File: config.mk
export PLATFORM = sky130hd
export DESIGN_NAME = plcp_port
export DESIGN_NICKNAME = d
export VERILOG_FILES = /design/src/hw/plcp_fifo.v /design/src/hw/plcp_port.v
export VERILOG_INCLUDE_DIRS = /design/src /design/src/hw
export SDC_FILE = /design/constraint.sdc
export NUM_CORES = 1
export LEC_CHECK = 0
export BUFFER_PORTS_ARGS = -buffer_cell sky130_fd_sc_hd__buf_2
export CAP_MARGIN = 20
export CORE_ASPECT_RATIO = 1.2
export CORE_UTILIZATION = 52
export CTS_CLUSTER_SIZE = 40
export DETAILED_ROUTE_END_ITERATION = 10
export GPL_ROUTABILITY_DRIVEN = 1
export GPL_TIMING_DRIVEN = 0
export PLACE_DENSITY_LB_ADDON = 0.3
export SETUP_SLACK_MARGIN = 0.2
export SYNTH_ARGS = -nofsm -noshare
export SYNTH_HDL_FRONTEND = slang
export SYNTH_SLANG_ARGS = --single-unit
File: constraint.sdc
create_clock -name clk_sys_in -period 3.5 [get_ports clk_sys_in]
set_input_delay 0.525 -clock clk_sys_in [delete_from_list [all_inputs] [get_ports clk_sys_in]]
set_output_delay 0.525 -clock clk_sys_in [all_outputs]
set_load 0.01 [all_outputs]
File: src/hw/plcp_regs.vh
// Constants for the parallel LCD/camera port
`ifndef PLCP_REGS_VH
`define PLCP_REGS_VH
`define PLCP_LCD_W          24
`define PLCP_CAM_W          16
`define PLCP_DAC_W          8
`define PLCP_FIFO_W         24
`define PLCP_FIFO_DEPTH     8
`define PLCP_FIFO_AW        3
`define PLCP_CAM_FMT        3'h1
`define PLCP_ALMOST_EMPTY   4'h2
`define PLCP_ALMOST_FULL    4'h6
`define PLCP_HUNG_W         16
`define PLCP_HUNG_RST       16'h0100
`define PLCP_EV_N           16
`define PLCP_EV_TX_HUNG     0
`define PLCP_EV_RX_HUNG     1
`define PLCP_EV_TX_EMPTY    2
`define PLCP_EV_TX_FULL     3
`define PLCP_EV_RX_EMPTY    4
`define PLCP_EV_RX_FULL     5
`define PLCP_EV_TX_LOW      6
`define PLCP_EV_RX_HIGH     7
`define PLCP_EV_TX_ALLDONE  8
`define PLCP_EV_RX_NODSCR   9
`define PLCP_EV_TX_DSCRERR  10
`define PLCP_EV_RX_DSCRERR  11
`define PLCP_EV_TX_EOF      12
`define PLCP_EV_TX_DONE     13
`define PLCP_EV_RX_COMPLETE 14
`define PLCP_EV_RX_DONE     15
`endif

File: src/hw/plcp_fifo.v
// Synchronous FIFO with valid/ready on both sides
`default_nettype none
module plcp_fifo #(
	parameter WIDTH = 24,
	parameter DEPTH = 8,
	parameter AW    = 3
) (
	// Clock and reset
	input  wire             clk_sys_in,
	input  wire             srst_in,
	// Fill side
	input  wire             wr_valid_in,
	output wire             wr_ready_out,
	input  wire [WIDTH-1:0] wr_data_in,
	// Drain side
	output wire             rd_valid_out,
	input  wire             rd_ready_in,
	output wire [WIDTH-1:0] rd_data_out,
	// Fill level
	output wire [AW:0]      level_out
);
	reg [WIDTH-1:0] mem [0:DEPTH-1];
	reg [AW-1:0]    wptr_r;
	reg [AW-1:0]    rptr_r;
	reg [AW:0]      cnt_r;
	wire            push;
	wire            pop;

	assign wr_ready_out = (cnt_r != DEPTH[AW:0]);
	assign rd_valid_out = (cnt_r != {(AW+1){1'b0}});
	assign rd_data_out  = mem[rptr_r];
	assign level_out    = cnt_r;
	assign push = wr_valid_in & wr_ready_out;
	assign pop  = rd_valid_out & rd_ready_in;

	always @(posedge clk_sys_in)
	begin
		if (push)
		begin
			mem[wptr_r] <= wr_data_in;
		end
	end

	always @(posedge clk_sys_in)
	begin
		if (srst_in)
		begin
			wptr_r <= {AW{1'b0}};
			rptr_r <= {AW{1'b0}};
			cnt_r  <= {(AW+1){1'b0}};
		end
		else
		begin
			if (push)
			begin
				wptr_r <= wptr_r + 1'b1;
			end
			if (pop)
			begin
				rptr_r <= rptr_r + 1'b1;
			end
			if (push & ~pop)
			begin
				cnt_r <= cnt_r + 1'b1;
			end
			else if (pop & ~push)
			begin
				cnt_r <= cnt_r - 1'b1;
			end
		end
	end
endmodule // plcp_fifo
`default_nettype wire

File: src/hw/plcp_port.v
// Parallel LCD / camera / converter port with event status
`include "plcp_regs.vh"
`default_nettype none
// How it works
// - Three variants: LCD transmit, camera receive, converter mode.
// - Strobe toggles once per bit-clock tick, so half its rate.
// - Converter mode runs the bit tick from the PLL half clock.
// - LCD pushes 24-bit words, strobe acts as panel write.
// - LCD mode when parallel enable set, tx follower and camera enable cleared.
// - Form 1 strobe doubling only; form 2 both doubling bits.
// - Camera takes 16-bit data with line, frame and valid qualifiers.
// - Camera pixel clock arrives on the strobe input.
// - Capture only while all three qualifiers are high.
// - Camera mode needs enables and rx follower set, rx order bits clear.
// - Camera needs rx channel and fifo formats equal to one.
// - ADC mode is master receive; strobe paces converter sampling.
// - Right data goes to right converter, left to left converter.
// - DAC right sample is upper byte, left sample lower byte of a 16-bit element.
// - DAC needs enable, sync and shift bits clear, tx follower clear.
// - DAC mode carries a 16-bit stream.
// - Separate transmit and receive timeout events.
// - Events for tx and rx FIFO empty and full.
// - Events for tx almost empty and rx almost full.
// - Events for tx lists exhausted and rx descriptors gone.
// - Separate tx and rx descriptor error events.
// - Events for tx eof, tx done, rx complete, rx descriptor done.
module plcp_port (
	// Clock and reset
	input  wire                       clk_sys_in,
	input  wire                       srst_in,
	// Configuration
	input  wire                       parallel_mode_enable_in,
	input  wire                       camera_enable_in,
	input  wire                       converter_enable_in,
	input  wire                       tx_follower_select_in,
	input  wire                       rx_follower_select_in,
	input  wire                       tx_data_doubling_in,
	input  wire                       tx_strobe_doubling_in,
	input  wire [2:0]                 tx_channel_format_in,
	input  wire [2:0]                 tx_fifo_format_in,
	input  wire [2:0]                 rx_channel_format_in,
	input  wire [2:0]                 rx_fifo_format_in,
	input  wire                       rx_msb_right_in,
	input  wire                       rx_right_first_in,
	input  wire                       tx_short_sync_in,
	input  wire                       rx_short_sync_in,
	input  wire                       tx_msb_shift_in,
	input  wire                       rx_msb_shift_in,
	input  wire                       tx_start_in,
	input  wire                       rx_start_in,
	input  wire [7:0]                 bit_clock_div_in,
	input  wire [`PLCP_HUNG_W-1:0]    hung_limit_in,
	// Clock ticks
	input  wire                       audio_tick_in,
	input  wire                       pll_half_clock_tick_in,
	// Transmit data from memory side
	input  wire                       tx_valid_in,
	output wire                       tx_ready_out,
	input  wire [`PLCP_FIFO_W-1:0]    tx_data_in,
	// Receive data to memory side
	output wire                       rx_valid_out,
	input  wire                       rx_ready_in,
	output wire [`PLCP_FIFO_W-1:0]    rx_data_out,
	// Parallel pins
	output reg  [`PLCP_LCD_W-1:0]     lcd_data_out,
	output reg                        strobe_out,
	input  wire                       strobe_in,
	input  wire [`PLCP_CAM_W-1:0]     parallel_data_input_in,
	input  wire                       line_sync_input_in,
	input  wire                       frame_sync_input_in,
	input  wire                       line_valid_input_in,
	input  wire [`PLCP_DAC_W-1:0]     adc_data_in,
	output reg  [`PLCP_DAC_W-1:0]     right_output_converter_out,
	output reg  [`PLCP_DAC_W-1:0]     left_output_converter_out,
	output wire                       adc_route_to_serial_unit_out,
	// Descriptor engine events
	input  wire                       tx_lists_exhausted_in,
	input  wire                       rx_no_descriptor_in,
	input  wire                       tx_descriptor_error_in,
	input  wire                       rx_descriptor_error_in,
	input  wire                       tx_packet_eof_in,
	input  wire                       rx_complete_in,
	input  wire                       rx_descriptor_done_in,
	// Status
	input  wire [`PLCP_EV_N-1:0]      event_enable_in,
	input  wire [`PLCP_EV_N-1:0]      event_clear_in,
	output reg  [`PLCP_EV_N-1:0]      event_raw_out,
	output wire [`PLCP_EV_N-1:0]      event_status_out,
	output wire [1:0]                 mode_out
);
	localparam [1:0] MODE_OFF = 2'h0;
	localparam [1:0] MODE_LCD = 2'h1;
	localparam [1:0] MODE_CAM = 2'h2;
	localparam [1:0] MODE_CNV = 2'h3;

	reg  [1:0]                mode_nxt;
	reg  [7:0]                div_r;
	reg                       tick_r;
	reg                       form2_phase_r;
	reg                       strobe_d_r;
	reg  [`PLCP_HUNG_W-1:0]   tx_idle_r;
	reg  [`PLCP_HUNG_W-1:0]   rx_idle_r;
	reg                       rx_push_r;
	reg  [`PLCP_FIFO_W-1:0]   rx_word_r;
	reg  [1:0]                mode_r;
	wire                      tx_fifo_valid;
	wire [`PLCP_FIFO_W-1:0]   tx_fifo_data;
	wire [`PLCP_FIFO_AW:0]    tx_level;
	wire [`PLCP_FIFO_AW:0]    rx_level;
	wire                      rx_fifo_ready;
	wire                      tx_pop;
	wire                      src_tick;
	wire                      pclk_rise;
	wire                      qual_ok;
	wire                      tx_run;
	wire                      rx_run;
	wire [`PLCP_EV_N-1:0]     ev_set;

	// Mode decode
	always @*
	begin
		mode_nxt = MODE_OFF;
		if (parallel_mode_enable_in)
		begin
			if (converter_enable_in && !tx_short_sync_in && !rx_short_sync_in
				&& !tx_msb_shift_in && !rx_msb_shift_in && !tx_follower_select_in
				&& !rx_follower_select_in)
				mode_nxt = MODE_CNV;
			else if (camera_enable_in && rx_follower_select_in && !rx_msb_right_in
				&& !rx_right_first_in && rx_channel_format_in == `PLCP_CAM_FMT
				&& rx_fifo_format_in == `PLCP_CAM_FMT)
				mode_nxt = MODE_CAM;
			else if (!tx_follower_select_in && !camera_enable_in)
				mode_nxt = MODE_LCD;
		end
	end
	assign mode_out = mode_r;

	// Converter mode paces from the PLL half clock
	assign src_tick = (mode_r == MODE_CNV) ? pll_half_clock_tick_in : audio_tick_in;

	assign tx_run = tx_start_in && (mode_r == MODE_LCD || mode_r == MODE_CNV);
	assign rx_run = rx_start_in && (mode_r == MODE_CAM || mode_r == MODE_CNV);

	// Form 2 holds a word for two strobes; form 1 only doubles the strobe
	assign tx_pop = tx_run && tick_r && strobe_out && tx_fifo_valid
		&& !(tx_data_doubling_in && tx_strobe_doubling_in && !form2_phase_r);

	// Camera: pixel clock edge on the strobe input, qualified by the three syncs
	assign pclk_rise = strobe_in & ~strobe_d_r;
	assign qual_ok = line_sync_input_in & frame_sync_input_in & line_valid_input_in;

	always @(posedge clk_sys_in)
	begin
		if (srst_in)
		begin
			mode_r <= MODE_OFF;
			div_r <= 8'h00;
			tick_r <= 1'b0;
			strobe_out <= 1'b0;
			form2_phase_r <= 1'b0;
			strobe_d_r <= 1'b0;
			lcd_data_out <= {`PLCP_LCD_W{1'b0}};
			right_output_converter_out <= {`PLCP_DAC_W{1'b0}};
			left_output_converter_out <= {`PLCP_DAC_W{1'b0}};
			rx_push_r <= 1'b0;
			rx_word_r <= {`PLCP_FIFO_W{1'b0}};
		end
		else
		begin
			mode_r <= mode_nxt;
			strobe_d_r <= strobe_in;
			tick_r <= 1'b0;
			rx_push_r <= 1'b0;
			if (src_tick)
			begin
				if (div_r == bit_clock_div_in)
				begin
					div_r <= 8'h00;
					tick_r <= 1'b1;
				end
				else
					div_r <= div_r + 8'h01;
			end
			// Strobe toggles once per bit tick, giving half the bit rate
			if (tick_r && (tx_run || (mode_r == MODE_CNV && rx_run)))
			begin
				strobe_out <= ~strobe_out;
				if (strobe_out && tx_run)
					form2_phase_r <= ~form2_phase_r;
			end
			else if (!tx_run && !rx_run)
				strobe_out <= 1'b0;
			if (tx_pop)
			begin
				if (mode_r == MODE_LCD)
					lcd_data_out <= tx_fifo_data;
				else
				begin
					// Element holds right in [15:8], left in [7:0]
					right_output_converter_out <= tx_fifo_data[15:8];
					left_output_converter_out <= tx_fifo_data[7:0];
				end
			end
			if (rx_run && mode_r == MODE_CAM && pclk_rise && qual_ok && rx_fifo_ready)
			begin
				// One pixel per word, zero-extended in the low 16 bits
				rx_word_r <= {8'h00, parallel_data_input_in};
				rx_push_r <= 1'b1;
			end
			else if (rx_run && mode_r == MODE_CNV && tick_r && !strobe_out && rx_fifo_ready)
			begin
				rx_word_r <= {8'h00, adc_data_in, 8'h00};
				rx_push_r <= 1'b1;
			end
		end
	end
	assign adc_route_to_serial_unit_out = (mode_r == MODE_CNV) && rx_start_in;

	plcp_fifo #(
		.WIDTH (`PLCP_FIFO_W),
		.DEPTH (`PLCP_FIFO_DEPTH),
		.AW    (`PLCP_FIFO_AW)
	) u_tx_fifo (
		.clk_sys_in   (clk_sys_in),
		.srst_in      (srst_in),
		.wr_valid_in  (tx_valid_in),
		.wr_ready_out (tx_ready_out),
		.wr_data_in   (tx_data_in),
		.rd_valid_out (tx_fifo_valid),
		.rd_ready_in  (tx_pop),
		.rd_data_out  (tx_fifo_data),
		.level_out    (tx_level)
	);

	plcp_fifo #(
		.WIDTH (`PLCP_FIFO_W),
		.DEPTH (`PLCP_FIFO_DEPTH),
		.AW    (`PLCP_FIFO_AW)
	) u_rx_fifo (
		.clk_sys_in   (clk_sys_in),
		.srst_in      (srst_in),
		.wr_valid_in  (rx_push_r),
		.wr_ready_out (rx_fifo_ready),
		.wr_data_in   (rx_word_r),
		.rd_valid_out (rx_valid_out),
		.rd_ready_in  (rx_ready_in),
		.rd_data_out  (rx_data_out),
		.level_out    (rx_level)
	);

	// Timeouts: no progress while running for hung_limit cycles
	always @(posedge clk_sys_in)
	begin
		if (srst_in)
		begin
			tx_idle_r <= {`PLCP_HUNG_W{1'b0}};
			rx_idle_r <= {`PLCP_HUNG_W{1'b0}};
		end
		else
		begin
			if (!tx_run || tx_pop || tx_idle_r == hung_limit_in)
				tx_idle_r <= {`PLCP_HUNG_W{1'b0}};
			else
				tx_idle_r <= tx_idle_r + 1'b1;
			if (!rx_run || rx_push_r || rx_idle_r == hung_limit_in)
				rx_idle_r <= {`PLCP_HUNG_W{1'b0}};
			else
				rx_idle_r <= rx_idle_r + 1'b1;
		end
	end

	assign ev_set[`PLCP_EV_TX_HUNG]     = tx_run && tx_idle_r == hung_limit_in;
	assign ev_set[`PLCP_EV_RX_HUNG]     = rx_run && rx_idle_r == hung_limit_in;
	assign ev_set[`PLCP_EV_TX_EMPTY]    = (tx_level == 4'h0);
	assign ev_set[`PLCP_EV_TX_FULL]     = (tx_level == 4'h8);
	assign ev_set[`PLCP_EV_RX_EMPTY]    = (rx_level == 4'h0);
	assign ev_set[`PLCP_EV_RX_FULL]     = (rx_level == 4'h8);
	assign ev_set[`PLCP_EV_TX_LOW]      = (tx_level <= `PLCP_ALMOST_EMPTY);
	assign ev_set[`PLCP_EV_RX_HIGH]     = (rx_level >= `PLCP_ALMOST_FULL);
	assign ev_set[`PLCP_EV_TX_ALLDONE]  = tx_lists_exhausted_in;
	assign ev_set[`PLCP_EV_RX_NODSCR]   = rx_no_descriptor_in;
	assign ev_set[`PLCP_EV_TX_DSCRERR]  = tx_descriptor_error_in;
	assign ev_set[`PLCP_EV_RX_DSCRERR]  = rx_descriptor_error_in;
	assign ev_set[`PLCP_EV_TX_EOF]      = tx_packet_eof_in;
	assign ev_set[`PLCP_EV_TX_DONE]     = tx_lists_exhausted_in && tx_level == 4'h0
		&& !tx_fifo_valid;
	assign ev_set[`PLCP_EV_RX_COMPLETE] = rx_complete_in;
	assign ev_set[`PLCP_EV_RX_DONE]     = rx_descriptor_done_in;

	// Set wins over a clear in the same cycle
	always @(posedge clk_sys_in)
	begin
		if (srst_in)
			event_raw_out <= {`PLCP_EV_N{1'b0}};
		else
			event_raw_out <= ev_set | (event_raw_out & ~event_clear_in);
	end
	assign event_status_out = event_raw_out & event_enable_in;
endmodule // plcp_port
`default_nettype wire

======== After elaboration in Yosys (flattened, before gate mapping) ========
Memories as Yosys holds them, arrays and structs flattened. A register that Yosys moved wholly into a read port is not among the register bits.
Cells that the tools add are included.
operators by class
  add/subtract/negate cells ............... 11
  $mul .................................... 0
  div/mod/pow operators ................... 0
  $lt $le $gt $ge ......................... 2
  eq/ne operators ......................... 12
  shifts and indexed selects .............. 0
  multiplexer cells ....................... 24
  bitwise operators ....................... 25
  reduce and logical (&&, ||, !) cells .... 73
operators by type and width
  kind                     count
  $logic_and A1 B1 Y1      36
  $add A16 B1 Y16 const B  2
  $and A16 B16 Y16         2
  $eq A16 B16 Y1           2
  $mux W16                 2
  $mux W4                  4
  $not A16 Y16             1
  $or A16 B16 Y16          1
  $logic_not A1 Y1         15
  $add A3 B1 Y3 const B    4
  $mux W3                  4
  $and A1 B1 Y1            11
  $mux W1                  11
  $not A1 Y1               10
  $add A4 B1 Y4 const B    2
  $add A8 B1 Y8 const B    1
  $eq A4 B4 Y1 const B     2
  $eq A8 B8 Y1             1
  $logic_not A4 Y1         2
  $mux W8                  1
  $ne A4 B4 Y1 const B     2
  $reduce_bool A2 Y1       4
  $reduce_bool A4 Y1       2
  $reduce_or A2 Y1         4
  other kinds (9)          21
word-level totals
  flip-flop bits (word level) ............. 139
  latch bits .............................. 0
  bits in writable memories ............... 320
  memory bits (read-only) ................. 0
  input bits .............................. 148
  output and inout port bits .............. 102
  word-level logic and storage cells ...... 169
  memories kept ........................... 2
memory list
  name           depth  bits a word  rd ports  clocked after Yosys merged registers in  write ports  RTL line        RTL
  u_tx_fifo.mem  8      24           1         1                                        1            plcp_fifo.v:22  reg [WIDTH-1:0] mem [0:DEPTH-1];
  u_rx_fifo.mem  8      16           1         1                                        1            plcp_fifo.v:22

======== Logic depth before layout (Yosys ltp) ========
Gate-level depths: netlist of run 1.
  depth in word-level cells ............... 11
  depth in mapped cells ................... 11
  gate-level depth less buffers ........... 10

======== Hierarchy ========
From an unflattened synthesis of run 1, not the netlist that was laid out.
second synthesis, totals
  cells, all modules ...................... 1293
  area, all modules ....................... 21206.6 um2
modules (own cells, without submodules)
  module     instances  cells an instance  area each (um2)  seq. area each (um2)
  plcp_fifo  2          350                7896.3           6025.8
  plcp_port  1          593                5413.9           2382.3

======== Worst setup path after synthesis of run 1 ========
No wires, ideal clock.
  path type ............................... reg2reg
  start ................................... register u_tx_fifo.cnt_r[0], in the netlist u_tx_fifo.level_out[0]
  end ..................................... memory u_tx_fifo.mem[0][0], enable pin
  setup time .............................. 0.466 ns
  data arrival time ....................... 3.329 ns
  data required time ...................... 3.034 ns
  slack ................................... -0.295 ns
  stages on the path, launching flop included .. 5
  path buffers ............................ 1
  period minus slack after synthesis ...... 3.795 ns
  cells stage by stage .................... dfxtp_1 or4b_2 clkbuf_1 nand2_1 nor4_1
on the way
  word-level cells in the longest chain between the ends .. 4
RTL lines
  element                        RTL line        RTL
  from (decl)                    plcp_fifo.v:25  reg [AW:0] cnt_r;
  from (signal assigned)         plcp_fifo.v:50  cnt_r <= {(AW+1){1'b0}};
  from (signal assigned)         plcp_fifo.v:64  cnt_r <= cnt_r + 1'b1;
  from (signal assigned)         plcp_fifo.v:68  cnt_r <= cnt_r - 1'b1;
  $ne A4 B4 Y1                   plcp_fifo.v:29  assign wr_ready_out = (cnt_r != DEPTH[AW:0]);
  named net tx_ready_out         plcp_port.v:58  output wire tx_ready_out,
  $and A1 B1 Y1                  plcp_fifo.v:33  assign push = wr_valid_in & wr_ready_out;
  $mux W1                        plcp_fifo.v:38  if (push)
  $mux W1 (implied by the code)  plcp_fifo.v:40  mem[wptr_r] <= wr_data_in;
  to (decl)                      plcp_fifo.v:22
The timed path passes the listed nets, and every way through them passes these cells.

======== Worst setup path after layout of run 1 ========
  start ................................... register u_tx_fifo.cnt_r[0], in the netlist u_tx_fifo.level_out[0]
  end ..................................... register u_tx_fifo.cnt_r[3], in the netlist u_tx_fifo.level_out[3]
on the way
  elaborated cells between the ends (all ways) .. 15
  those cells by class .................... add/sub (2); eq/ne (1); mux (2); bitwise (6); reduce/logical (4)
RTL lines
  element                              RTL line        RTL
  $ne A4 B4 Y1 (*)                     plcp_fifo.v:29
  $and A1 B1 Y1 (*)                    plcp_fifo.v:33
  named net u_tx_fifo.push             plcp_fifo.v:26  wire push;
  $not A1 Y1                           plcp_fifo.v:66  else if (pop & ~push)
  $and A1 B1 Y1                        plcp_fifo.v:66
  $reduce_bool A2 Y1 (no source line)  -
The timed path passes the listed nets; every way through them passes the cells marked *. The select of a mux whose other input is x is not followed.
A chain may end at the register's enable or synchronous reset.

==> impl_metrics.toml, run 1 <==
[placement]
place_area_mm2 = 0.0208
dp_slack_ns = 0.257
dpl.hpwl_um = 29000
gp_congestion = 0.863
portBuffers = 234

[logic_synthesis]
ys_ff_latch = 465
synthArstFlopShare = 0
yosysUniqueCellTypes = 60
yosysSeqAreaShare = 0.672
synth.most_common_cell = "edfxtp_1"
postSynthCellCount = 1199
synth_commonest_cells = "edfxtp_1, dfxtp_1, nor2_1"
yosys_warnings = 0
ys.flop_type = "edfxtp_1"
synth_edf_count = 320
yosys.area.top_type_share = 0.516
syn_area_per_cell_um2 = 15.5
netlist_area_mm2 = 0.0186
synth_top_cell_by_area = "edfxtp_1"
ys_top_cells_by_area = "edfxtp_1, dfxtp_1, mux4_2, xnor2_1, nor2_1"

[cells_and_area]
final_area_mm2 = 0.0223
layout-drive-gt1-share = 0.322
fin_nets = 1672
nFillCells = 2585
area_growth_pct = 19.5
final_core_util = 0.634

[critical_path]
crit_path_start_kind = "flip-flop"
worstSetupEndpoint = "u_tx_fifo.level_out[3]$_SDFFE_PP0P_"
cp-end-kind = "flip-flop"
cp_data_arrival_time_ns = 3.53
worstSetupStartpoint = "u_tx_fifo.level_out[0]$_SDFFE_PP0P_"
critPathMaxFanout = 7
r2r_end = "u_tx_fifo.level_out[3]$_SDFFE_PP0P_"
r2r_slack_ns = 0.40
worstReg2RegStart = "u_tx_fifo.level_out[0]$_SDFFE_PP0P_"
rr_worst_depth = 11
critPathKind = "reg2reg"
worstPathRequired_ns = 3.93

[grt]
grt_remaining_overflow = 0
track_usage = 0.233
grt_max_degree = 25
grt_pass1_vias = 11500
antenna_found_initial = 9
grt_pass1_wl_um = 63800

[sta]
hold_violations = 0
maxSlewViolCount = 0
setup_ws_ns = 0.401
fin_crit_sh = 0.885
min_period_ns = 3.10
skew_ns = 0.0200
fmax_mhz = 323
grt_setup_unrepaired = "false"
setup_viol_count_final = 0
tightest_slew_ns = 1.00
max-slew-margin-rel = 0.333

[clocking]
cts_tree = "yes"
clock_sinks = 465
postCtsHoldBufs = 0
postCtsSetupBuffers = 0
clk_latency_ns = 0.55
clk_pin_slew_ns = 0.06
clk_path_buf_depth = 3
cts.htree.levels = 2
cts-root-buf = "clkbuf_16"
numCtsBuffers = 45

[drt]
wirelength_um = 41900
wl_per_cell_um = 20.8
ant_nets = 0
routed-via-count = 11200
drc = 0
drt-initial-drc-count = 678
viasPerCell = 5.56
firstDrtPassIters = 5

[die]
die-height_um = 209
io_pins = 250
core_mm2 = 0.0351
die_x_um = 175
row_count = 75
die-area_mm2 = 0.0366
start_util = 0.531

[hold_path]
hold_class = "in2reg"

[flow_run]
max-cap-violations = 0

[pwr]
vdd_drop_max_mv = 0.498
p_leak_nw = 7.39
cellPowerDensity_mw_per_mm2 = 536

[status]
outcome = "complete, no violations"
flip-flops by register name, summed over array words and instances (netlist names), 4 cells and up, named ones only:
name	count
u_tx_fifo.level_out	4
u_tx_fifo.mem	192
lcd_data_out	24
tx_idle_r	16
event_raw_out	16
left_output_converter_out	8
div_r	8
rx_idle_r	16
u_rx_fifo.level_out	4
rx_word_r	16
u_rx_fifo.mem	128
right_output_converter_out	8
area by class of cell:
type	instances	area [um2]	area share
diodes	7	17.5	0.000787
plain buffers	71	378	0.0170
clock buffers	72	1310	0.0589
clock inverters	11	141	0.00635
inverters	20	75.1	0.00337
multi-input cells	650	5780	0.260
flip-flops and latches	465	12500	0.562
well taps	462	578	0.0260
repair buffers	256	1460	0.0657
timing repair:
action / in CTS / in global routing
setup endpoints to repair: 0 / 1
hold endpoints to repair: 0 / 0
resized for setup: 0 / 2
worst max-delay path, stage by stage, from the launching register on:
cell and delay [ns]:
dfxtp_1 0.38, or4b_2 0.67, clkbuf_1 0.22, nand2_4 0.18
inv_1 0.06, ha_1 0.19, inv_1 0.13, ha_1 0.25
a21o_1 0.17, a21oi_1 0.18, mux2i_1 0.21, mux2_2 0.34
routing by layer:
layer | up-vias | GRT usage | share of wire
met3 | 97 | 0.0504 | 0.063
met1 | 5562 | 0.275 | 0.38
li1 | 5192 | - | -
met4 | 4 | 0.0981 | 0.036
met5 | - | 0 | 0.00060
met2 | 347 | 0.410 | 0.52
worst min path at each step:
stage / slack (ns) / end / startpoint / depth (start not counted)
global placement: 0.43 / left_output_converter_out[1]$_SDFFE_PP0P_ / left_output_converter_out[1]$_SDFFE_PP0P_ / 2
detailed placement: 0.44 / left_output_converter_out[5]$_SDFFE_PP0P_ / left_output_converter_out[5]$_SDFFE_PP0P_ / 2
CTS: 0.16 / event_raw_out[9]$_SDFF_PP0_ / rx_no_descriptor_in / 3
floorplan: 0.45 / flip-flop / u_rx_fifo.rptr_r[1]$_SDFFE_PP0P_ / 2
global route: 0.18 / event_raw_out[9]$_SDFF_PP0_ / rx_no_descriptor_in / 3
finish: 0.18 / event_raw_out[9]$_SDFF_PP0_ / rx_no_descriptor_in / 3
cells in the final DEF (no fill, tap or decap), types with 20 or more instances in the layout:
cell type,synthesis,layout
mux4_2,80,80
nor2_1,83,74
inv_1,20,20
a21oi_1,42,42
xnor2_1,50,50
xor2_1,32,32
o21ai_0,23,23
edfxtp_1,320,320
mux2i_1,30,30
clkbuf_1,30,51
buf_2,17,251
nor3_1,38,32
clkbuf_16,0,47
nand2_1,47,46
dfxtp_1,145,145
a211oi_2,20,20
cells by family (layout without fill, tap and decap cells):
logic type                 after synthesis  in the layout  synth area share
DFF                                    465            465             0.672
and+or+nand+nor                        285            285            0.0801
AOI/OAI and AO/OA                      132            132            0.0504
muxes                                  128            128             0.124
buffers and inverters                   91            430            0.0243
xor gates and xnor gates                82             82            0.0386
adders and majority gates               15             15            0.0109
other                                    1             15          0.000201
through the flow:
step	std cells	hold WS [ns]	TNS [ns]	power (W)
global route	2014	0.182	0	0.0123
CTS	2007	0.164	0	0.0120
global placement	1902	0.433	-179.62	0.00724
detailed placement	1924	0.441	0	0.00732
floorplan	1206	0.454	0	0.00688
finish	2014	0.182	0	0.0119
power by group:
part	switching, W	internal [W]
clock network	0.00195	0.00279
logic	0.000595	0.000461
registers	0.000103	0.00603
total	0.00265	0.00928
Power figures use the tool's default switching activity.
==> run 2, diff against run 1 <==
Settings changed: CORE_UTILIZATION 52 to 53, SYNTH_HIERARCHICAL set to 1.
==> run 2 against run 1 <==
First-iteration DRC count is 16% higher; largest cell class unchanged; critical path depth is 1 higher; core utilization is 1.9 points higher; combinational power is 34% higher; global-route usage is 0.36 points higher; synthesized cell count is 7.8% higher; clock power is 22% higher; synthesized area is 14% higher; register-to-register slack hardly changed; worst setup slack worse by 0.014 ns; flip-flop and latch count is 64 higher.
==> impl_metrics.toml, run 2 <==
[status]
outcome = "complete, no violations"

[logic_synthesis]
synth_fa_ha_area_frac = 0.00956
ys.flop_type = "edfxtp_1"
syn_area_per_cell_um2 = 16.4
synth-simple-area-share = 0.0782
yosysSeqAreaShare = 0.681
netlist_area_mm2 = 0.0212
yosysUniqueCellTypes = 59
synth_compound_area_frac = 0.0204
synth_edf_count = 384
synth_top_cell_by_area = "edfxtp_1"
ys_ff_latch = 529
ys_top_cells_by_area = "edfxtp_1, dfxtp_1, mux4_2, xnor2_1, mux2i_1"
synthMuxAreaShare = 0.153
synth_xor_area_frac = 0.0359
yosys.area.top_type_share = 0.544
synthArstFlopShare = 0
synth_top_family_by_area = "multiplexers"
synth_commonest_cells = "edfxtp_1, dfxtp_1, nor2_1"
yosys_warnings = 6
postSynthCellCount = 1293
synth.most_common_cell = "edfxtp_1"

[placement]
dp_slack_ns = 0.119
gp_congestion = 0.836
portBuffers = 243
dpl.hpwl_um = 32200
place_area_mm2 = 0.0237

[cells_and_area]
multi_input_area_mm2 = 0.00666
fin_nets = 1843
final_common_cell = "edfxtp_1"
area_growth_pct = 20.5
final_area_mm2 = 0.0256
nFillCells = 2819
top_regs = "u_rx_fifo/mem: 192 flops, u_tx_fifo/mem: 192 flops, lcd_data_out: 24 flops"
seq_area_mm2 = 0.0144
layout-drive-gt1-share = 0.333
final_cell_mix = "edfxtp_1, buf_2, dfxtp_1"

[clocking]
clock_sinks = 529
cts_tree = "yes"
postCtsSetupBuffers = 0
clk_pin_slew_ns = 0.06
cts.htree.levels = 2
clk_path_buf_depth = 3
clk_latency_ns = 0.58
cts-root-buf = "clkbuf_16"
numCtsBuffers = 51

[sta]
maxSlewViolCount = 0
setup_ws_ns = 0.387
holdWs_ns = 0.167
grt_setup_unrepaired = "false"
tightest_slew_ns = 0.973
setup_tns_ns = 0
hold_violations = 0
skew_ns = 0.0302
fmax_mhz = 321
min_period_ns = 3.11
max-slew-margin-rel = 0.350
fin_crit_sh = 0.889
setup_viol_count_final = 0

[die]
core_mm2 = 0.0391
die-height_um = 221
die-area_mm2 = 0.0408
start_util = 0.542
row_count = 79
die_x_um = 185
io_pins = 250

[critical_path]
worstPathRequired_ns = 3.94
slowest_delay_ns = 0.45
r2r_end = "u_tx_fifo/level_out[3]$_SDFFE_PP0P_"
crit_family = "simple AND/OR/NAND/NOR gates"
crit_top_cell = "ha_1"
r2r_slack_ns = 0.39
worstSetupStartpoint = "u_tx_fifo/level_out[2]$_SDFFE_PP0P_"
worstSetupEndpoint = "u_tx_fifo/level_out[3]$_SDFFE_PP0P_"
slowest_stage = "dfxtp_1"
worstReg2RegStart = "u_tx_fifo/level_out[2]$_SDFFE_PP0P_"
cp_cell_sequence = "or4_4 > nand3_1 > or2_2 > nor2_2 > nand2_1 > ha_1 > inv_1 > ha_1 > a21oi_1 > a211oi_1 > a31oi_1 > mux2_2"
critPathMaxFanout = 7
rr_worst_depth = 12
critPathKind = "reg2reg"
cp_data_arrival_time_ns = 3.56
crit_path_start_kind = "flip-flop"
cp.depth = 12
critPathBufInv = 1
cp-end-kind = "flip-flop"

[pwr]
intPower_w = 0.0111
p_leak_nw = 8.87
vdd_drop_max_mv = 0.440
clkPwrFrac = 0.408
cellPowerDensity_mw_per_mm2 = 557
switchingPower_w = 0.00313
seqPwrFrac = 0.493
power_w = 0.0142
swShare = 0.220
power_frac_comb = 0.100

[drt]
firstDrtPassIters = 5
drc = 0
wirelength_um = 46900
viasPerCell = 5.47
routed-via-count = 12300
ant_nets = 0
wl_per_cell_um = 20.9
drt-initial-drc-count = 785

[hold_path]
holdPathStages = 3
hold_class = "in2reg"

[grt]
grt_pass1_vias = 12500
track_usage = 0.236
antenna_found_initial = 6
grt_remaining_overflow = 0
grt_max_degree = 25
grt_pass1_wl_um = 71800

[flow_run]
max-cap-violations = 0
-- run 2: area by class of cell --
cell class	count	area share
inverter	18	0.00264
tap	526	0.0257
multi-input combinational	743	0.261
clock inverter	23	0.0133
sequential	529	0.565
buffer	66	0.0157
timing repair buffer	271	0.0595
clock buffer	73	0.0576
antenna	1	0.0000979
-- run 2: worst min-delay path by stage --
stage,startpoint,to,slack (ns)
5_1_grt,rx_no_descriptor_in,event_raw_out[9]$_SDFF_PP0_,0.16
2_1_floorplan,form2_phase_r$_SDFFE_PP0P_,form2_phase_r$_SDFFE_PP0P_,0.45
3_3_place_gp,lcd_data_out[16]$_SDFFE_PP0P_,lcd_data_out[16]$_SDFFE_PP0P_,0.47
3_5_place_dp,form2_phase_r$_SDFFE_PP0P_,form2_phase_r$_SDFFE_PP0P_,0.49
4_1_cts,rx_descriptor_done_in,event_raw_out[15]$_SDFF_PP0_,0.14
6_report,rx_descriptor_done_in,event_raw_out[15]$_SDFF_PP0_,0.17
-- run 2: stage by stage --
stage	utilization	std cells
finish	0.653	2250
global route	0.653	2249
CTS	0.652	2247
detailed placement	0.606	2151
global placement	0.596	2125
floorplan	-	1356
-- run 2: cells by family after synthesis --
logic type,Yosys count
DFF,529
and+or+nand+nor,326
muxes,189
xor gates and xnor gates,87
buffers and inverters,84
AOI/OAI and AO/OA,62
adders and majority gates,15
other,1
-- run 2: power by group through the flow --
| stage | clock [W] | sequential (W) | combinational, W |
|---|---|---|---|
| floorplan | 0 | 0.00712 | 0.000913 |
| global placement | 0 | 0.00713 | 0.00135 |
| detailed placement | 0 | 0.00714 | 0.00142 |
| CTS | 0.00590 | 0.00701 | 0.00144 |
| global route | 0.00617 | 0.00703 | 0.00154 |
| finish | 0.00580 | 0.00701 | 0.00142 |
-- run 2: what timing repair did --
action                     CTS  global route
hold buffers                 0             0
resized for setup            2             3
pin swaps                    0             0
setup endpoints to repair    1             1
-- run 2: tightest hold or removal path: stages --
cell and delay (ns):
buf_2 0.07, a21oi_1 0.03, nor2_1 0.06
-- run 2: per-layer routing --
layer,global-route usage,part of all wire,up-vias
li1,-,-,5659
met1,0.299,0.39,6170
met2,0.405,0.51,382
met3,0.0482,0.064,91
met4,0.0755,0.028,10
met5,0,0.0012,-
==> run 3, diff against run 2 <==
Settings changed: REMOVE_ABC_BUFFERS set to 1.
==> run 3 against run 2 <==
Worst setup slack improved by 0.0072 ns; final cell count fell by 2.5%; via count fell by 3.1%; clock power fell by 7.8%; flip-flop and latch count did not move; cell area fell by 1.4%; clock-buffer cell count fell by 2; largest cell class unchanged.
==> impl_metrics.toml, run 3 (synthesis results as in run 2) <==
[status]
outcome = "complete, no violations"

[grt]
track_usage = 0.218
grt_pass1_vias = 12300
grt_max_degree = 67
grt_remaining_overflow = 0
antenna_found_initial = 6
grt_pass1_wl_um = 67800

[sta]
hold_violations = 0
fin_crit_sh = 0.887
setup_viol_count_final = 0
grt_setup_unrepaired = "false"
tightest_slew_ns = 1.00
maxSlewViolCount = 0
skew_ns = 0.00985
setup_tns_ns = 0
setup_ws_ns = 0.394
max-slew-margin-rel = 0.328
fmax_mhz = 322
min_period_ns = 3.11

[placement]
gp_congestion = 0.821
dp.cells = 2097
dpl.hpwl_um = 28900
dp_slack_ns = 0.187
portBuffers = 243

[critical_path]
slowest_delay_ns = 0.59
crit_path_start_kind = "flip-flop"
critPathBufInv = 1
crit_top_cell = "ha_1"
critPathKind = "reg2reg"
cp-end-kind = "flip-flop"
critPathMaxFanout = 8
cp_cell_sequence = "or4_4 > nand3_1 > or2_2 > nor2_2 > nand2_1 > ha_1 > inv_1 > ha_1 > a21oi_2 > a211oi_1 > a31oi_1 > mux2_2"
worstPathRequired_ns = 3.94
crit_family = "simple AND/OR/NAND/NOR gates"
cp_data_arrival_time_ns = 3.54
slowest_stage = "or4_4"

[pwr]
swShare = 0.221
power_frac_comb = 0.094
vdd_drop_max_mv = 0.466
intPower_w = 0.0107
power_w = 0.0137
clkPwrFrac = 0.390
p_leak_nw = 8.65
cellPowerDensity_mw_per_mm2 = 544
switchingPower_w = 0.00303
seqPwrFrac = 0.516

[drt]
viasPerCell = 5.44
routed-via-count = 11900
ant_nets = 0
wl_per_cell_um = 19.9
drc = 0
wirelength_um = 43700
drt-initial-drc-count = 660
firstDrtPassIters = 5

[die]
core_mm2 = 0.0391
start_util = 0.542
die-area_mm2 = 0.0408
row_count = 79
io_pins = 250
die_x_um = 185
die-height_um = 221

[clocking]
clk_pin_slew_ns = 0.06
cts_tree = "yes"
clk_latency_ns = 0.56
clock_sinks = 529
numCtsBuffers = 50
postCtsSetupBuffers = 0
postCtsHoldBufs = 0
cts.htree.levels = 2
clk_path_buf_depth = 3
cts-root-buf = "clkbuf_16"

[cells_and_area]
final_common_cell = "edfxtp_1"
top_regs = "u_rx_fifo/mem: 192 flops, u_tx_fifo/mem: 192 flops, lcd_data_out: 24 flops"
layout-drive-gt1-share = 0.333
fin_nets = 1786
instances_no_fill = 2194
area_growth_pct = 18.8
final_cell_mix = "edfxtp_1, buf_2, dfxtp_1"

[hold_path]
hold_class = "in2reg"

[flow_run]
max-cap-violations = 0
run 3: power by group through the flow:
stage,Sequential [W],Clock [W],Combinational (W)
detailed placement,0.00720,0,0.00128
CTS,0.00707,0.00545,0.00130
global route,0.00709,0.00569,0.00140
floorplan,0.00721,0,0.000761
global placement,0.00728,0,0.00113
finish,0.00707,0.00535,0.00129
run 3: worst reg2reg max path, delay by kind of cell, from the launching register on:
family / cells / cell delay, ns
fa+ha+maj: 2 / 0.55
mux: 1 / 0.35
flops: 1 / 0.36
simple gates: 5 / 1.14
buf+inv: 1 / 0.10
compound gates: 3 / 0.49
run 3: per-stage QoR:
stage	util	area, um2	hold WS, ns
3_3_place_gp	0.585	22900	0.469
2_1_floorplan	-	21000	0.447
4_1_cts	0.643	25200	0.142
5_1_grt	0.643	25200	0.172
6_report	0.644	25200	0.174
3_5_place_dp	0.600	23500	0.477
run 3: area by class of cell:
type,instances,area [um2]
well taps,526,658
clock inverters,22,180
repair buffers,281,1680
fillers,2847,14000
diodes,4,10.0
inverters,18,67.6
flip-flops and latches,529,14500
clock buffers,71,1490
multi-input cells,743,6660
run 3: worst paths after layout:
kind,cells after the start,end,slack [ns],startpoint
hold reg to reg,2,flip-flop,0.47,u_tx_fifo/rptr_r[1]$_SDFFE_PP0P_
hold / removal,3,event_raw_out[14]$_SDFF_PP0_,0.17,rx_complete_in
setup / recovery,12,u_tx_fifo/level_out[3]$_SDFFE_PP0P_,0.39,u_tx_fifo/level_out[1]$_SDFFE_PP0P_
setup reg to reg,12,u_tx_fifo/level_out[3]$_SDFFE_PP0P_,0.39,u_tx_fifo/level_out[1]$_SDFFE_PP0P_
run 3: routing by layer:
| layer | wire (um) | track usage |
|---|---|---|
| met1 | 17200 | 0.265 |
| met2 | 23100 | 0.389 |
| met3 | 2590 | 0.0471 |
| met4 | 720 | 0.0613 |
| met5 | 60 | 0 |
run 3: repair_timing:
action	CTS	global route
endpoints found under the hold margin	0	0
endpoints found under the setup margin	1	1
gates resized for setup	1	5
pin swaps	0	0
cloned	0	0
